**src/design/lens_drive_pkg.sv**
```systemverilog
// shared constants, types and register map for the lens actuator drive block
package lens_drive_pkg;

  // byte offsets in the driver variable space; 16-bit values are high byte first
  localparam logic [7:0] OFS_SI_CLK_QTR = 8'h1f;
  localparam logic [7:0] OFS_SI_ACK_EN = 8'h21;
  localparam logic [7:0] OFS_SI_ADDR = 8'h22;
  localparam logic [7:0] OFS_SI_CLK_PAD = 8'h1b;
  localparam logic [7:0] OFS_SI_DATA_PAD = 8'h1d;
  localparam logic [7:0] OFS_SM_EN_PAD = 8'h23;
  localparam logic [7:0] OFS_SM_PH0_PAD = 8'h25;
  localparam logic [7:0] OFS_SM_PH1_PAD = 8'h26;
  localparam logic [7:0] OFS_SM_PH2_PAD = 8'h27;
  localparam logic [7:0] OFS_SM_PH3_PAD = 8'h28;
  localparam logic [7:0] OFS_SM_QTR = 8'h29;
  localparam logic [7:0] OFS_SM_WF_CFG = 8'h2b;
  localparam logic [7:0] OFS_HS_EN_PAD = 8'h2c;
  localparam logic [7:0] OFS_HS_IN_PAD = 8'h2e;
  localparam logic [7:0] OFS_HS_OFFSET = 8'h30;
  localparam logic [7:0] OFS_HS_CFG = 8'h31;

  // field positions in stepper_waveform_config
  localparam int WF_SIZE_LSB = 0;
  localparam int WF_MODE16_BIT = 2;
  localparam int WF_DIVSEL_BIT = 3;
  localparam int WF_DIV_LSB = 4;
  // field positions in home_sensor_config
  localparam int HS_USE_BIT = 0;
  localparam int HS_EDGE_HI_BIT = 1;
  localparam int HS_POL_BIT = 2;
  localparam int HS_HOME_ACT_BIT = 3;
  localparam int HS_HOME_HI_BIT = 4;
  localparam int HS_SETTLE_LSB = 5;

  localparam logic [15:0] RST_WORD = 16'h0000;
  localparam logic [7:0] RST_BYTE = 8'h00;
  localparam logic [7:0] POS_LO = 8'h00;
  localparam logic [7:0] POS_HI = 8'hff;
  localparam logic [7:0] SEARCH_LIMIT = 8'hff;
  localparam int NUM_PADS = 16;
  localparam int NUM_PHASE_PADS = 8;

  // time base
  localparam int CLK_PERIOD_NS = 8;
  localparam int SETTLE_UNIT_NS = 1000;
  localparam int SETTLE_UNIT_CYC_I = (SETTLE_UNIT_NS + CLK_PERIOD_NS - 1) / CLK_PERIOD_NS;
  localparam logic [12:0] SETTLE_UNIT_CYC = 13'(SETTLE_UNIT_CYC_I);

  typedef struct packed {
    logic [15:0] si_clk_qtr;
    logic [7:0] si_ack_en;
    logic [7:0] si_addr;
    logic [15:0] si_clk_pad;
    logic [15:0] si_data_pad;
    logic [15:0] sm_en_pad;
    logic [7:0] sm_ph0_pad;
    logic [7:0] sm_ph1_pad;
    logic [7:0] sm_ph2_pad;
    logic [7:0] sm_ph3_pad;
    logic [7:0] sm_qtr;
    logic [7:0] sm_wf_cfg;
    logic [15:0] hs_en_pad;
    logic [15:0] hs_in_pad;
    logic [7:0] hs_offset;
    logic [7:0] hs_cfg;
  } cfg_s;

  typedef struct packed {
    logic scl_low;
    logic sda_low;
  } line_drive_s;

  typedef enum logic [1:0] {
    TW_IDLE = 2'b00,
    TW_START = 2'b01,
    TW_BITS = 2'b10,
    TW_STOP = 2'b11
  } tw_state_e;

  typedef enum logic [2:0] {
    ST_IDLE = 3'b000,
    ST_MOVE = 3'b001,
    ST_SETTLE = 3'b010,
    ST_SEARCH = 3'b011,
    ST_OFFSET = 3'b100
  } lens_state_e;

endpackage

```
**src/design/lens_actuator_drive.sv**
```systemverilog
// lens actuator drive: config variables, stepper waveforms, homing, pad routing
`timescale 1ns/1ns
module lens_actuator_drive import lens_drive_pkg::*; (
  input wire logic clk,
  input wire logic arst_n,
  input wire logic [7:0] var_addr,
  input wire logic var_wr,
  input wire logic [7:0] var_wdata,
  output logic [7:0] var_rdata,
  input wire logic si_req,
  input wire logic [15:0] si_data,
  output logic si_busy,
  output logic si_nack,
  input wire logic step_req,
  input wire logic step_up,
  input wire logic [7:0] step_units,
  input wire logic home_req,
  output logic busy,
  output logic home_fail,
  output logic [7:0] position,
  input wire logic [NUM_PADS-1:0] gpio_in,
  output logic [NUM_PADS-1:0] gpio_out,
  output logic [NUM_PADS-1:0] gpio_oe_n
);
  logic [1:0] rst_sync_q;
  logic rst_n;
  logic [NUM_PADS-1:0] pad_meta_q;
  logic [NUM_PADS-1:0] pad_sync_q;
  cfg_s cfg_q;
  line_drive_s line;
  lens_state_e st_q;
  logic [15:0] pre_q;
  logic [15:0] wc_q;
  logic [7:0] units_q;
  logic [1:0] unit_step_q;
  logic [1:0] idx_q;
  logic dir_up_q;
  logic pi_pwr_q;
  logic pi_ref_q;
  logic [12:0] settle_unit_q;
  logic [2:0] settle_q;
  logic [7:0] search_q;
  logic [1:0] size_m1;
  logic mode16;
  logic [3:0] user_div;
  logic [3:0] auto_div;
  logic [3:0] eff_div;
  logic [15:0] pre_lim;
  logic [15:0] lim16;
  logic [15:0] wc_lim;
  logic pre_tick;
  logic step_tick;
  logic running;
  logic unit_done;
  logic pi_act;
  logic [7:0] home_pos;
  logic [3:0] phase;

  // reset released through two flops
  always_ff @(posedge clk or negedge arst_n) begin
    if (!arst_n) begin
      rst_sync_q <= 2'b00;
    end else begin
      rst_sync_q <= {rst_sync_q[0], 1'b1};
    end
  end
  assign rst_n = rst_sync_q[1];

  always_ff @(posedge clk or negedge rst_n) begin
    if (!rst_n) begin
      pad_meta_q <= '0;
      pad_sync_q <= '0;
    end else begin
      pad_meta_q <= gpio_in;
      pad_sync_q <= pad_meta_q;
    end
  end

  // configuration writes; word values take the high byte at the lower offset
  always_ff @(posedge clk or negedge rst_n) begin
    if (!rst_n) begin
      cfg_q <= '0;
    end else if (var_wr) begin
      unique case (var_addr)
        OFS_SI_CLK_QTR: cfg_q.si_clk_qtr[15:8] <= var_wdata;
        OFS_SI_CLK_QTR + 8'h01: cfg_q.si_clk_qtr[7:0] <= var_wdata;
        OFS_SI_ACK_EN: cfg_q.si_ack_en <= var_wdata;
        OFS_SI_ADDR: cfg_q.si_addr <= var_wdata;
        OFS_SI_CLK_PAD: cfg_q.si_clk_pad[15:8] <= var_wdata;
        OFS_SI_CLK_PAD + 8'h01: cfg_q.si_clk_pad[7:0] <= var_wdata;
        OFS_SI_DATA_PAD: cfg_q.si_data_pad[15:8] <= var_wdata;
        OFS_SI_DATA_PAD + 8'h01: cfg_q.si_data_pad[7:0] <= var_wdata;
        OFS_SM_EN_PAD: cfg_q.sm_en_pad[15:8] <= var_wdata;
        OFS_SM_EN_PAD + 8'h01: cfg_q.sm_en_pad[7:0] <= var_wdata;
        OFS_SM_PH0_PAD: cfg_q.sm_ph0_pad <= var_wdata;
        OFS_SM_PH1_PAD: cfg_q.sm_ph1_pad <= var_wdata;
        OFS_SM_PH2_PAD: cfg_q.sm_ph2_pad <= var_wdata;
        OFS_SM_PH3_PAD: cfg_q.sm_ph3_pad <= var_wdata;
        OFS_SM_QTR: cfg_q.sm_qtr <= var_wdata;
        OFS_SM_WF_CFG: cfg_q.sm_wf_cfg <= var_wdata;
        OFS_HS_EN_PAD: cfg_q.hs_en_pad[15:8] <= var_wdata;
        OFS_HS_EN_PAD + 8'h01: cfg_q.hs_en_pad[7:0] <= var_wdata;
        OFS_HS_IN_PAD: cfg_q.hs_in_pad[15:8] <= var_wdata;
        OFS_HS_IN_PAD + 8'h01: cfg_q.hs_in_pad[7:0] <= var_wdata;
        OFS_HS_OFFSET: cfg_q.hs_offset <= var_wdata;
        OFS_HS_CFG: cfg_q.hs_cfg <= var_wdata;
        default: ;
      endcase
    end
  end

  always_ff @(posedge clk or negedge rst_n) begin
    if (!rst_n) begin
      var_rdata <= RST_BYTE;
    end else begin
      unique case (var_addr)
        OFS_SI_CLK_QTR: var_rdata <= cfg_q.si_clk_qtr[15:8];
        OFS_SI_CLK_QTR + 8'h01: var_rdata <= cfg_q.si_clk_qtr[7:0];
        OFS_SI_ACK_EN: var_rdata <= cfg_q.si_ack_en;
        OFS_SI_ADDR: var_rdata <= cfg_q.si_addr;
        OFS_SI_CLK_PAD: var_rdata <= cfg_q.si_clk_pad[15:8];
        OFS_SI_CLK_PAD + 8'h01: var_rdata <= cfg_q.si_clk_pad[7:0];
        OFS_SI_DATA_PAD: var_rdata <= cfg_q.si_data_pad[15:8];
        OFS_SI_DATA_PAD + 8'h01: var_rdata <= cfg_q.si_data_pad[7:0];
        OFS_SM_EN_PAD: var_rdata <= cfg_q.sm_en_pad[15:8];
        OFS_SM_EN_PAD + 8'h01: var_rdata <= cfg_q.sm_en_pad[7:0];
        OFS_SM_PH0_PAD: var_rdata <= cfg_q.sm_ph0_pad;
        OFS_SM_PH1_PAD: var_rdata <= cfg_q.sm_ph1_pad;
        OFS_SM_PH2_PAD: var_rdata <= cfg_q.sm_ph2_pad;
        OFS_SM_PH3_PAD: var_rdata <= cfg_q.sm_ph3_pad;
        OFS_SM_QTR: var_rdata <= cfg_q.sm_qtr;
        OFS_SM_WF_CFG: var_rdata <= cfg_q.sm_wf_cfg;
        OFS_HS_EN_PAD: var_rdata <= cfg_q.hs_en_pad[15:8];
        OFS_HS_EN_PAD + 8'h01: var_rdata <= cfg_q.hs_en_pad[7:0];
        OFS_HS_IN_PAD: var_rdata <= cfg_q.hs_in_pad[15:8];
        OFS_HS_IN_PAD + 8'h01: var_rdata <= cfg_q.hs_in_pad[7:0];
        OFS_HS_OFFSET: var_rdata <= cfg_q.hs_offset;
        OFS_HS_CFG: var_rdata <= cfg_q.hs_cfg;
        default: var_rdata <= RST_BYTE;
      endcase
    end
  end

  two_wire_sender u_sender (
    .clk(clk),
    .rst_n(rst_n),
    .qtr(cfg_q.si_clk_qtr),
    .ack_en(cfg_q.si_ack_en[0]),
    .addr(cfg_q.si_addr),
    .data(si_data),
    .start(si_req),
    .sda_in(|(pad_sync_q & cfg_q.si_data_pad)),
    .drive(line),
    .busy(si_busy),
    .nack(si_nack)
  );

  // waveform timing: two drive quarters per step, four steps per period
  assign mode16 = cfg_q.sm_wf_cfg[WF_MODE16_BIT];
  assign user_div = cfg_q.sm_wf_cfg[WF_DIV_LSB +: 4];
  assign lim16 = {7'h00, cfg_q.sm_qtr, 1'b1};
  // an 8-bit counter cannot hold the limit, so the computed divider halves it
  assign auto_div = (!mode16 && lim16 > 16'h00ff) ? 4'h1 : 4'h0;
  assign eff_div = (user_div > auto_div) ? user_div : auto_div;
  assign wc_lim = mode16 ? lim16 : {8'h00, 8'(lim16 >> eff_div)};
  // divider one scales by powers of two, divider two linearly
  assign pre_lim = cfg_q.sm_wf_cfg[WF_DIVSEL_BIT] ? {12'h000, eff_div} :
    ((16'h0001 << eff_div) - 16'h0001);
  assign pre_tick = (pre_q == pre_lim);
  assign step_tick = running && pre_tick && (wc_q == wc_lim);
  assign running = (units_q != 8'h00);

  always_comb begin
    unique case (cfg_q.sm_wf_cfg[WF_SIZE_LSB +: 2])
      2'h1: size_m1 = 2'h0;
      2'h2: size_m1 = 2'h1;
      default: size_m1 = 2'h3; // code 3 treated like 0
    endcase
  end
  assign unit_done = step_tick && (unit_step_q == size_m1);

  always_ff @(posedge clk or negedge rst_n) begin
    if (!rst_n) begin
      pre_q <= RST_WORD;
      wc_q <= RST_WORD;
    end else if (!running) begin
      pre_q <= RST_WORD;
      wc_q <= RST_WORD;
    end else if (pre_tick) begin
      pre_q <= RST_WORD;
      wc_q <= (wc_q == wc_lim) ? RST_WORD : wc_q + 16'h0001;
    end else begin
      pre_q <= pre_q + 16'h0001;
    end
  end

  always_ff @(posedge clk or negedge rst_n) begin
    if (!rst_n) begin
      idx_q <= 2'h0;
      unit_step_q <= 2'h0;
    end else if (step_tick) begin
      idx_q <= dir_up_q ? idx_q + 2'h1 : idx_q - 2'h1;
      unit_step_q <= unit_done ? 2'h0 : unit_step_q + 2'h1;
    end
  end

  assign pi_act = cfg_q.hs_cfg[HS_POL_BIT] ? |(pad_sync_q & cfg_q.hs_in_pad) :
    ~|(pad_sync_q & cfg_q.hs_in_pad);
  assign home_pos = cfg_q.hs_cfg[HS_HOME_HI_BIT] ? POS_HI : POS_LO;

  always_ff @(posedge clk or negedge rst_n) begin
    if (!rst_n) begin
      settle_unit_q <= 13'h0000;
    end else if (st_q != ST_SETTLE || settle_unit_q == SETTLE_UNIT_CYC - 13'h0001) begin
      settle_unit_q <= 13'h0000;
    end else begin
      settle_unit_q <= settle_unit_q + 13'h0001;
    end
  end

  // sequencer for plain moves and homing
  always_ff @(posedge clk or negedge rst_n) begin
    if (!rst_n) begin
      st_q <= ST_IDLE;
      units_q <= RST_BYTE;
      dir_up_q <= 1'b0;
      pi_pwr_q <= 1'b0;
      pi_ref_q <= 1'b0;
      settle_q <= 3'h0;
      search_q <= RST_BYTE;
      position <= POS_LO;
      home_fail <= 1'b0;
      busy <= 1'b0;
    end else begin
      if (unit_done) begin
        units_q <= units_q - 8'h01;
        if (st_q == ST_MOVE) begin
          if (dir_up_q && position != POS_HI) begin
            position <= position + 8'h01;
          end else if (!dir_up_q && position != POS_LO) begin
            position <= position - 8'h01;
          end
        end
      end
      unique case (st_q)
        ST_IDLE: begin
          if (home_req) begin
            home_fail <= 1'b0;
            if (cfg_q.hs_cfg[HS_USE_BIT]) begin
              pi_pwr_q <= 1'b1;
              settle_q <= cfg_q.hs_cfg[HS_SETTLE_LSB +: 3];
              busy <= 1'b1;
              st_q <= ST_SETTLE;
            end else begin
              position <= home_pos;
            end
          end else if (step_req && step_units != 8'h00) begin
            units_q <= step_units;
            dir_up_q <= step_up;
            busy <= 1'b1;
            st_q <= ST_MOVE;
          end
        end
        ST_MOVE: begin
          if (unit_done && units_q == 8'h01) begin
            busy <= 1'b0;
            st_q <= ST_IDLE;
          end
        end
        ST_SETTLE: begin
          if (settle_q == 3'h0) begin
            pi_ref_q <= pi_act;
            dir_up_q <= cfg_q.hs_cfg[HS_EDGE_HI_BIT];
            units_q <= 8'h01;
            search_q <= RST_BYTE;
            st_q <= ST_SEARCH;
          end else if (settle_unit_q == SETTLE_UNIT_CYC - 13'h0001) begin
            settle_q <= settle_q - 3'h1;
          end
        end
        ST_SEARCH: begin
          if (!running) begin
            if (pi_act != pi_ref_q) begin
              // home lies on the side where the sensor shows its home state
              if (pi_act != cfg_q.hs_cfg[HS_HOME_ACT_BIT]) begin
                dir_up_q <= ~dir_up_q;
              end
              units_q <= cfg_q.hs_offset;
              st_q <= ST_OFFSET;
            end else if (search_q == SEARCH_LIMIT) begin
              home_fail <= 1'b1;
              pi_pwr_q <= 1'b0;
              busy <= 1'b0;
              st_q <= ST_IDLE;
            end else begin
              search_q <= search_q + 8'h01;
              units_q <= 8'h01;
            end
          end
        end
        ST_OFFSET: begin
          if (!running) begin
            position <= home_pos;
            pi_pwr_q <= 1'b0;
            busy <= 1'b0;
            st_q <= ST_IDLE;
          end
        end
        default: st_q <= ST_IDLE;
      endcase
    end
  end

  // single-phase full-step pattern; phases drop low when idle to save current
  assign phase = running ? (4'h1 << idx_q) : 4'h0;

  // pad routing, one registered driver per pad
  for (genvar i = 0; i < NUM_PADS; i++) begin : g_pad
    always_ff @(posedge clk or negedge rst_n) begin
      if (!rst_n) begin
        gpio_out[i] <= 1'b0;
        gpio_oe_n[i] <= 1'b1;
      end else if (cfg_q.si_clk_pad[i]) begin
        gpio_out[i] <= 1'b0;
        gpio_oe_n[i] <= ~line.scl_low;
      end else if (cfg_q.si_data_pad[i]) begin
        gpio_out[i] <= 1'b0;
        gpio_oe_n[i] <= ~line.sda_low;
      end else if (cfg_q.sm_en_pad[i]) begin
        gpio_out[i] <= running || st_q == ST_SEARCH || st_q == ST_OFFSET;
        gpio_oe_n[i] <= 1'b0;
      end else if (cfg_q.hs_en_pad[i]) begin
        gpio_out[i] <= pi_pwr_q;
        gpio_oe_n[i] <= 1'b0;
      end else if (i < NUM_PHASE_PADS && cfg_q.sm_ph0_pad[i % NUM_PHASE_PADS]) begin
        gpio_out[i] <= phase[0];
        gpio_oe_n[i] <= 1'b0;
      end else if (i < NUM_PHASE_PADS && cfg_q.sm_ph1_pad[i % NUM_PHASE_PADS]) begin
        gpio_out[i] <= phase[1];
        gpio_oe_n[i] <= 1'b0;
      end else if (i < NUM_PHASE_PADS && cfg_q.sm_ph2_pad[i % NUM_PHASE_PADS]) begin
        gpio_out[i] <= phase[2];
        gpio_oe_n[i] <= 1'b0;
      end else if (i < NUM_PHASE_PADS && cfg_q.sm_ph3_pad[i % NUM_PHASE_PADS]) begin
        gpio_out[i] <= phase[3];
        gpio_oe_n[i] <= 1'b0;
      end else begin
        gpio_out[i] <= 1'b0;
        gpio_oe_n[i] <= 1'b1;
      end
    end
  end

endmodule // lens_actuator_drive

```
**src/design/two_wire_sender.sv**
```systemverilog
// two-wire write sender: start, address byte, two data bytes, stop
`timescale 1ns/1ns
module two_wire_sender import lens_drive_pkg::*; (
  input wire logic clk,
  input wire logic rst_n,
  input wire logic [15:0] qtr,
  input wire logic ack_en,
  input wire logic [7:0] addr,
  input wire logic [15:0] data,
  input wire logic start,
  input wire logic sda_in,
  output line_drive_s drive,
  output logic busy,
  output logic nack
);
  tw_state_e st_q;
  logic [15:0] qcnt_q;
  logic [1:0] q_q;
  logic [3:0] bit_q;
  logic [1:0] byte_q;
  logic [23:0] shift_q;
  logic tick;

  // one quarter of the line clock lasts qtr+1 cycles
  assign tick = (qcnt_q == qtr);

  always_ff @(posedge clk or negedge rst_n) begin
    if (!rst_n) begin
      qcnt_q <= RST_WORD;
    end else if (st_q == TW_IDLE || tick) begin
      qcnt_q <= RST_WORD;
    end else begin
      qcnt_q <= qcnt_q + 16'h0001;
    end
  end

  always_ff @(posedge clk or negedge rst_n) begin
    if (!rst_n) begin
      st_q <= TW_IDLE;
      drive <= '0;
      busy <= 1'b0;
      nack <= 1'b0;
      q_q <= 2'h0;
      bit_q <= 4'h0;
      byte_q <= 2'h0;
      shift_q <= 24'h000000;
    end else begin
      unique case (st_q)
        TW_IDLE: begin
          if (start) begin
            st_q <= TW_START;
            busy <= 1'b1;
            nack <= 1'b0;
            drive.sda_low <= 1'b1;
            shift_q <= {addr, data};
            q_q <= 2'h0;
          end
        end
        TW_START: begin
          if (tick) begin
            drive.scl_low <= 1'b1;
            drive.sda_low <= ~shift_q[23];
            st_q <= TW_BITS;
            bit_q <= 4'h0;
            byte_q <= 2'h0;
            q_q <= 2'h0;
          end
        end
        TW_BITS: begin
          if (tick) begin
            q_q <= q_q + 2'h1;
            unique case (q_q)
              2'h0: ;
              2'h1: drive.scl_low <= 1'b0;
              2'h2: ;
              2'h3: begin
                drive.scl_low <= 1'b1;
                if (bit_q == 4'h8) begin
                  // ack slot ends; released line read high means refused
                  if ((ack_en && sda_in) || byte_q == 2'h2) begin
                    nack <= ack_en & sda_in;
                    drive.sda_low <= 1'b1;
                    st_q <= TW_STOP;
                  end else begin
                    byte_q <= byte_q + 2'h1;
                    bit_q <= 4'h0;
                    drive.sda_low <= ~shift_q[23];
                  end
                end else begin
                  shift_q <= {shift_q[22:0], 1'b0};
                  bit_q <= bit_q + 4'h1;
                  drive.sda_low <= (bit_q == 4'h7) ? 1'b0 : ~shift_q[22];
                end
              end
            endcase
          end
        end
        TW_STOP: begin
          if (tick) begin
            if (drive.scl_low) begin
              drive.scl_low <= 1'b0;
            end else begin
              drive.sda_low <= 1'b0;
              busy <= 1'b0;
              st_q <= TW_IDLE;
            end
          end
        end
      endcase
    end
  end

endmodule // two_wire_sender

```
**config.mk**
```make
export PLATFORM = sky130hd
export DESIGN_NAME = lens_actuator_drive
export DESIGN_NICKNAME = d
export VERILOG_FILES = /design/src/design/lens_drive_pkg.sv /design/src/design/lens_actuator_drive.sv /design/src/design/two_wire_sender.sv
export SDC_FILE = /design/constraint.sdc
export NUM_CORES = 1
export LEC_CHECK = 0
export ABC_AREA = 1
export BUFFER_PORTS_ARGS = -buffer_cell sky130_fd_sc_hd__buf_2
export CORE_MARGIN = 8
export CORE_UTILIZATION = 50
export DETAILED_ROUTE_END_ITERATION = 16
export PLACE_DENSITY = 0.73
export SLEW_MARGIN = 20
export SYNTH_ARGS = -nofsm -noshare
export SYNTH_HDL_FRONTEND = slang
export SYNTH_HIERARCHICAL = 1
export SYNTH_SLANG_ARGS = --single-unit
export TNS_END_PERCENT = 5
```
**constraint.sdc**
```tcl
create_clock -name clk -period 11.3 [get_ports clk]
set_input_delay 1.13 -clock clk [delete_from_list [all_inputs] [get_ports clk]]
set_output_delay 1.13 -clock clk [all_outputs]
set_load 0.05 [all_outputs]
```
==> summary.txt <==
Run status
  – Result of the run: finished, final reports clean

Detailed routing
  – Detail-routed net length per standard cell: 19.5 um
  – 1st-pass router iterations: 6
  – Final routed wirelength across all metal layers: 63.4 mm
  – Via count: 18,600
  – Avg Vias per Cell: 5.71
  – Count of unresolved DRC violations after routing: 0
  – Number of violations reported at the end of detailed-routing iteration 0: 1,866
  – Number of nets with antenna violations after detailed routing: 0

Logic synthesis
  – Most frequently used cell type in the post-synthesis netlist: sky130_fd_sc_hd__nand2_1
  – Area of the mapped netlist: 20,600 um2
  – Share of the synthesized area in the top cell type: 45.2%
  – Largest cells by area after synthesis: sky130_fd_sc_hd__dfrtp_1, sky130_fd_sc_hd__nand2_1, sky130_fd_sc_hd__o21ai_0, sky130_fd_sc_hd__inv_1, sky130_fd_sc_hd__nor2_1
  – Post-synth top area cell: sky130_fd_sc_hd__dfrtp_1
  – Post-Synthesis Mean Instance Area: 7.94 um2
  – Library cells used by synthesis: 63
  – Share of async-settable or async-resettable flops after synthesis: 100%
  – Post-synthesis instance total: 2,592
  – Yosys warnings: 6
  – Sequential fraction of the synthesis area: 47.3%
  – Most frequently used flop master after synthesis: sky130_fd_sc_hd__dfrtp_1
  – Register bit count reported by yosys: 388
  – Ranking of synthesized cells by instance count: sky130_fd_sc_hd__nand2_1, sky130_fd_sc_hd__dfrtp_1, sky130_fd_sc_hd__inv_1, sky130_fd_sc_hd__o21ai_0, sky130_fd_sc_hd__nor2_1
  – Total nets after synthesis: 2,682
  – Number of enable-type register cells in the synthesized netlist: 0

Clocking
  – # hold bufs at CTS: 0
  – Maximum level of the CTS H-tree: 2
  – Post-CTS setup buffer count: 0
  – Root Buffer: sky130_fd_sc_hd__clkbuf_16
  – Number of buffers created by CTS: 43
  – Sink Count: 388
  – Clock Latency Late Sink: 580 ps
  – Bufs on Longest Clock Path: 3
  – TritonCTS clock tree: yes
  – Cells resized by post-CTS repair: 0
  – Clock-pin slew of the registers on the worst-case setup and hold paths: 60 ps

STA
  – Final clock period utilization by the worst path: 34.5%
  – Final-layout setup total negative slack: 0 ps
  – Setup-failing EPs final: 0
  – Max Slew Vio Count: 0
  – Slew at the pin with the worst max-slew slack: 1290 ps
  – Count of endpoints failing hold in the final timing report: 0
  – Clock skew after layout: 14.2 ps
  – Worst-case headroom to the max-slew limit: 13.2%
  – Period minus WS final: 3900 ps
  – Setup WS post-layout: 7400 ps
  – Highest attainable clock frequency: 257 MHz
  – RSZ-0062 raised after global routing: false

Critical path
  – Setup slack on the worst flop-to-flop path: 7400 ps
  – Cell depth of the worst setup path: 21
  – Arrival time reported for the critical path endpoint: 4350 ps
  – Most numerous cell on the critical path: sky130_fd_sc_hd__nand2_1
  – Critical Setup Path Class: reg2reg
  – Cell type of the slowest stage on the worst timing path: sky130_fd_sc_hd__dfrtp_1
  – Worst flop-to-flop path endpoint: position[6]$_DFF_PN0_
  – Cell type group with the largest total delay on the critical path: simple AND/OR/NAND/NOR gates
  – Required time of the critical path: 11,760 ps
  – Worst-case reg-to-reg path depth: 21
  – Cell-by-cell trace of the critical path: inv_2, nand2_1, inv_1, nand2_1, ha_1, inv_1, nand3_1, nand3_1, o21ai_0, xor2_1, nand3_1, nor2_1, nand2_1, nor2_4, nand4_4, inv_2, nand2_2, o21ai_2, nand2_1, nand2_1, nand2_1
  – Largest incremental delay on the critical path: 770 ps
  – Critical Path Fanout Max: 20
  – Kind of end point of the critical path: flop
  – Setup crit start kind: flop
  – Startpoint of the worst register-to-register path: cfg_q[53]$_DFFE_PN0P_
  – Buffers and inverters on the worst path: 4

Power
  – Power per Cell Area: 222 nW/um2
  – Leakage power: 10.9 nW
  – Net switching power: 1.99 mW
  – Clock group share of total power: 30.7%
  – VDD IR max: 0.000273 V
  – Sw Ratio: 38.8%
  – Combinational power share: 33.0%
  – Share of power burned in registers: 36.4%
  – Cell Int Power: 3.15 mW

Place
  – Half-perimeter wire length after placement: 46.3 mm
  – I/O Buffers: 114
  – Placed cell areas: 21,500 um2
  – Post-placement setup slack: 7360 ps
  – GPL Wtd Cong: 1.02

Run
  – Maximum Capacitance Violations: 0

Cells and area
  – Number of nets in the layout: 2,774
  – Syn-to-layout area delta: 12.7%
  – Fraction of layout instances using a drive strength above 1: 11.0%
  – Post-layout instance area: 23,200 um2
  – Utilization after layout: 57.0%

Global route
  – Antenna violations before repair: 4
  – Wire length of the first global-routing pass: 98.7 mm
  – Aggregate global-route resource usage: 26.1%
  – Pin count of the biggest net entering global routing: 192
  – Via count of the first global-routing pass: 17,900
  – Final global-route overflow total: 0

Floorplan
  – Die area: 47,900 um2
  – X dimension of the die: 219 um
  – Standard-cell row count: 74
  – Number of top-level design ports: 115
  – Initial core utilization: 50.5%
  – Core Box Area: 40,700 um2
  – DIE HEIGHT: 219 um

Worst hold path
  – Tightest Hold Check Type: in2async
## worst max-delay path by stage
| stage | from | endpoint |
|---|---|---|
| 6_report | cfg_q[53]$_DFFE_PN0P_ | position[6]$_DFF_PN0_ |
| 5_1_grt | cfg_q[53]$_DFFE_PN0P_ | position[0]$_DFF_PN0_ |
| 4_1_cts | cfg_q[53]$_DFFE_PN0P_ | position[6]$_DFF_PN0_ |
| 3_5_place_dp | var_addr[7] | cfg_q[143]$_DFFE_PN0P_ |
| 3_3_place_gp | var_addr[7] | cfg_q[137]$_DFFE_PN0P_ |
| 2_1_floorplan | rst_sync_q[1]$_DFF_PN0_ | busy$_DFFE_PN0P_ |
## power by group through the flow
stage	clock, mW	sequential [mW]	combinational [mW]
2_1_floorplan	0	1.98	1.18
3_3_place_gp	0	1.88	1.64
3_5_place_dp	0	1.89	1.68
4_1_cts	1.60	1.87	1.69
5_1_grt	1.66	1.90	1.90
6_report	1.58	1.87	1.69
## registers in the layout, summed over array words and instances, names as in the netlist, 4 cells and up
signal / cells
gpio_out: 16
units_q: 8
settle_unit_q: 13
cfg_q: 176
u_sender/bit_q: 4
var_rdata: 8
pre_q: 16
u_sender/qcnt_q: 16
search_q: 8
pad_meta_q: 16
u_sender/shift_q: 24
pad_sync_q: 16
wc_q: 16
position: 8
gpio_oe_n: 16
## cell type report
class | count | area (um2)
timing repair buffer | 123 | 691
fill | 3700 | 17500
sequential | 388 | 9730
tap | 532 | 666
inverter | 349 | 1310
multi-input combinational | 1779 | 9190
clock inverter | 22 | 378
antenna | 3 | 7.51
clock buffer | 57 | 1230
## metal layers
metal	up-vias	wire, um	GRT usage [%]
li1	8794	-	-
met1	8871	26300	34.2
met2	739	29100	41.2
met3	171	4970	5.11
met4	2	3010	12.7
met5	-	14	0
## layout by cell type (no fill, tap or decap), types with 8 or more instances in the layout
cell	netlist	routed
sky130_fd_sc_hd__o22ai_1	46	46
sky130_fd_sc_hd__nand4_1	40	40
sky130_fd_sc_hd__o2111ai_1	11	11
sky130_fd_sc_hd__clkbuf_16	0	44
sky130_fd_sc_hd__a221oi_1	18	18
sky130_fd_sc_hd__dfstp_2	16	16
sky130_fd_sc_hd__o21ai_0	281	281
sky130_fd_sc_hd__a211oi_1	13	13
sky130_fd_sc_hd__clkbuf_8	0	8
sky130_fd_sc_hd__o221ai_1	8	8
sky130_fd_sc_hd__buf_2	11	114
sky130_fd_sc_hd__a22oi_1	8	8
sky130_fd_sc_hd__ha_1	27	26
sky130_fd_sc_hd__dfrtp_1	372	371
sky130_fd_sc_hd__mux2i_1	24	24
sky130_fd_sc_hd__o21ai_1	12	12
sky130_fd_sc_hd__a21oi_1	80	80
sky130_fd_sc_hd__nand2_2	22	21
sky130_fd_sc_hd__inv_1	334	334
sky130_fd_sc_hd__nand2_1	610	610
sky130_fd_sc_hd__xor2_1	50	50
sky130_fd_sc_hd__a22o_1	11	11
sky130_fd_sc_hd__bufinv_16	0	9
sky130_fd_sc_hd__nand3_1	138	138
sky130_fd_sc_hd__o21ai_2	26	26
sky130_fd_sc_hd__nor4_1	16	16
sky130_fd_sc_hd__o211ai_1	12	12
sky130_fd_sc_hd__inv_2	13	13
sky130_fd_sc_hd__nor3_1	48	48
sky130_fd_sc_hd__nor2_1	201	201
## logic make-up after synthesis
logic type      Yosys count  synth area share [%]
simple gates           1110                  23.1
flops                   388                  47.3
compound gates          563                  16.4
xor+xnor                 54                  2.30
other cells               1                0.0182
buf+inv                 425                  8.14
fa+ha+maj                27                  1.64
mux                      24                  1.17
## stage by stage
step	power, mW	hold WS [ps]	cells
CTS	5.15	310	3248
global route	5.46	318	3252
floorplan	3.16	331	2592
detailed placement	3.57	335	3169
global placement	3.52	335	3169
finish	5.14	328	3253
Note: power is estimated with default switching activity, not from simulation.
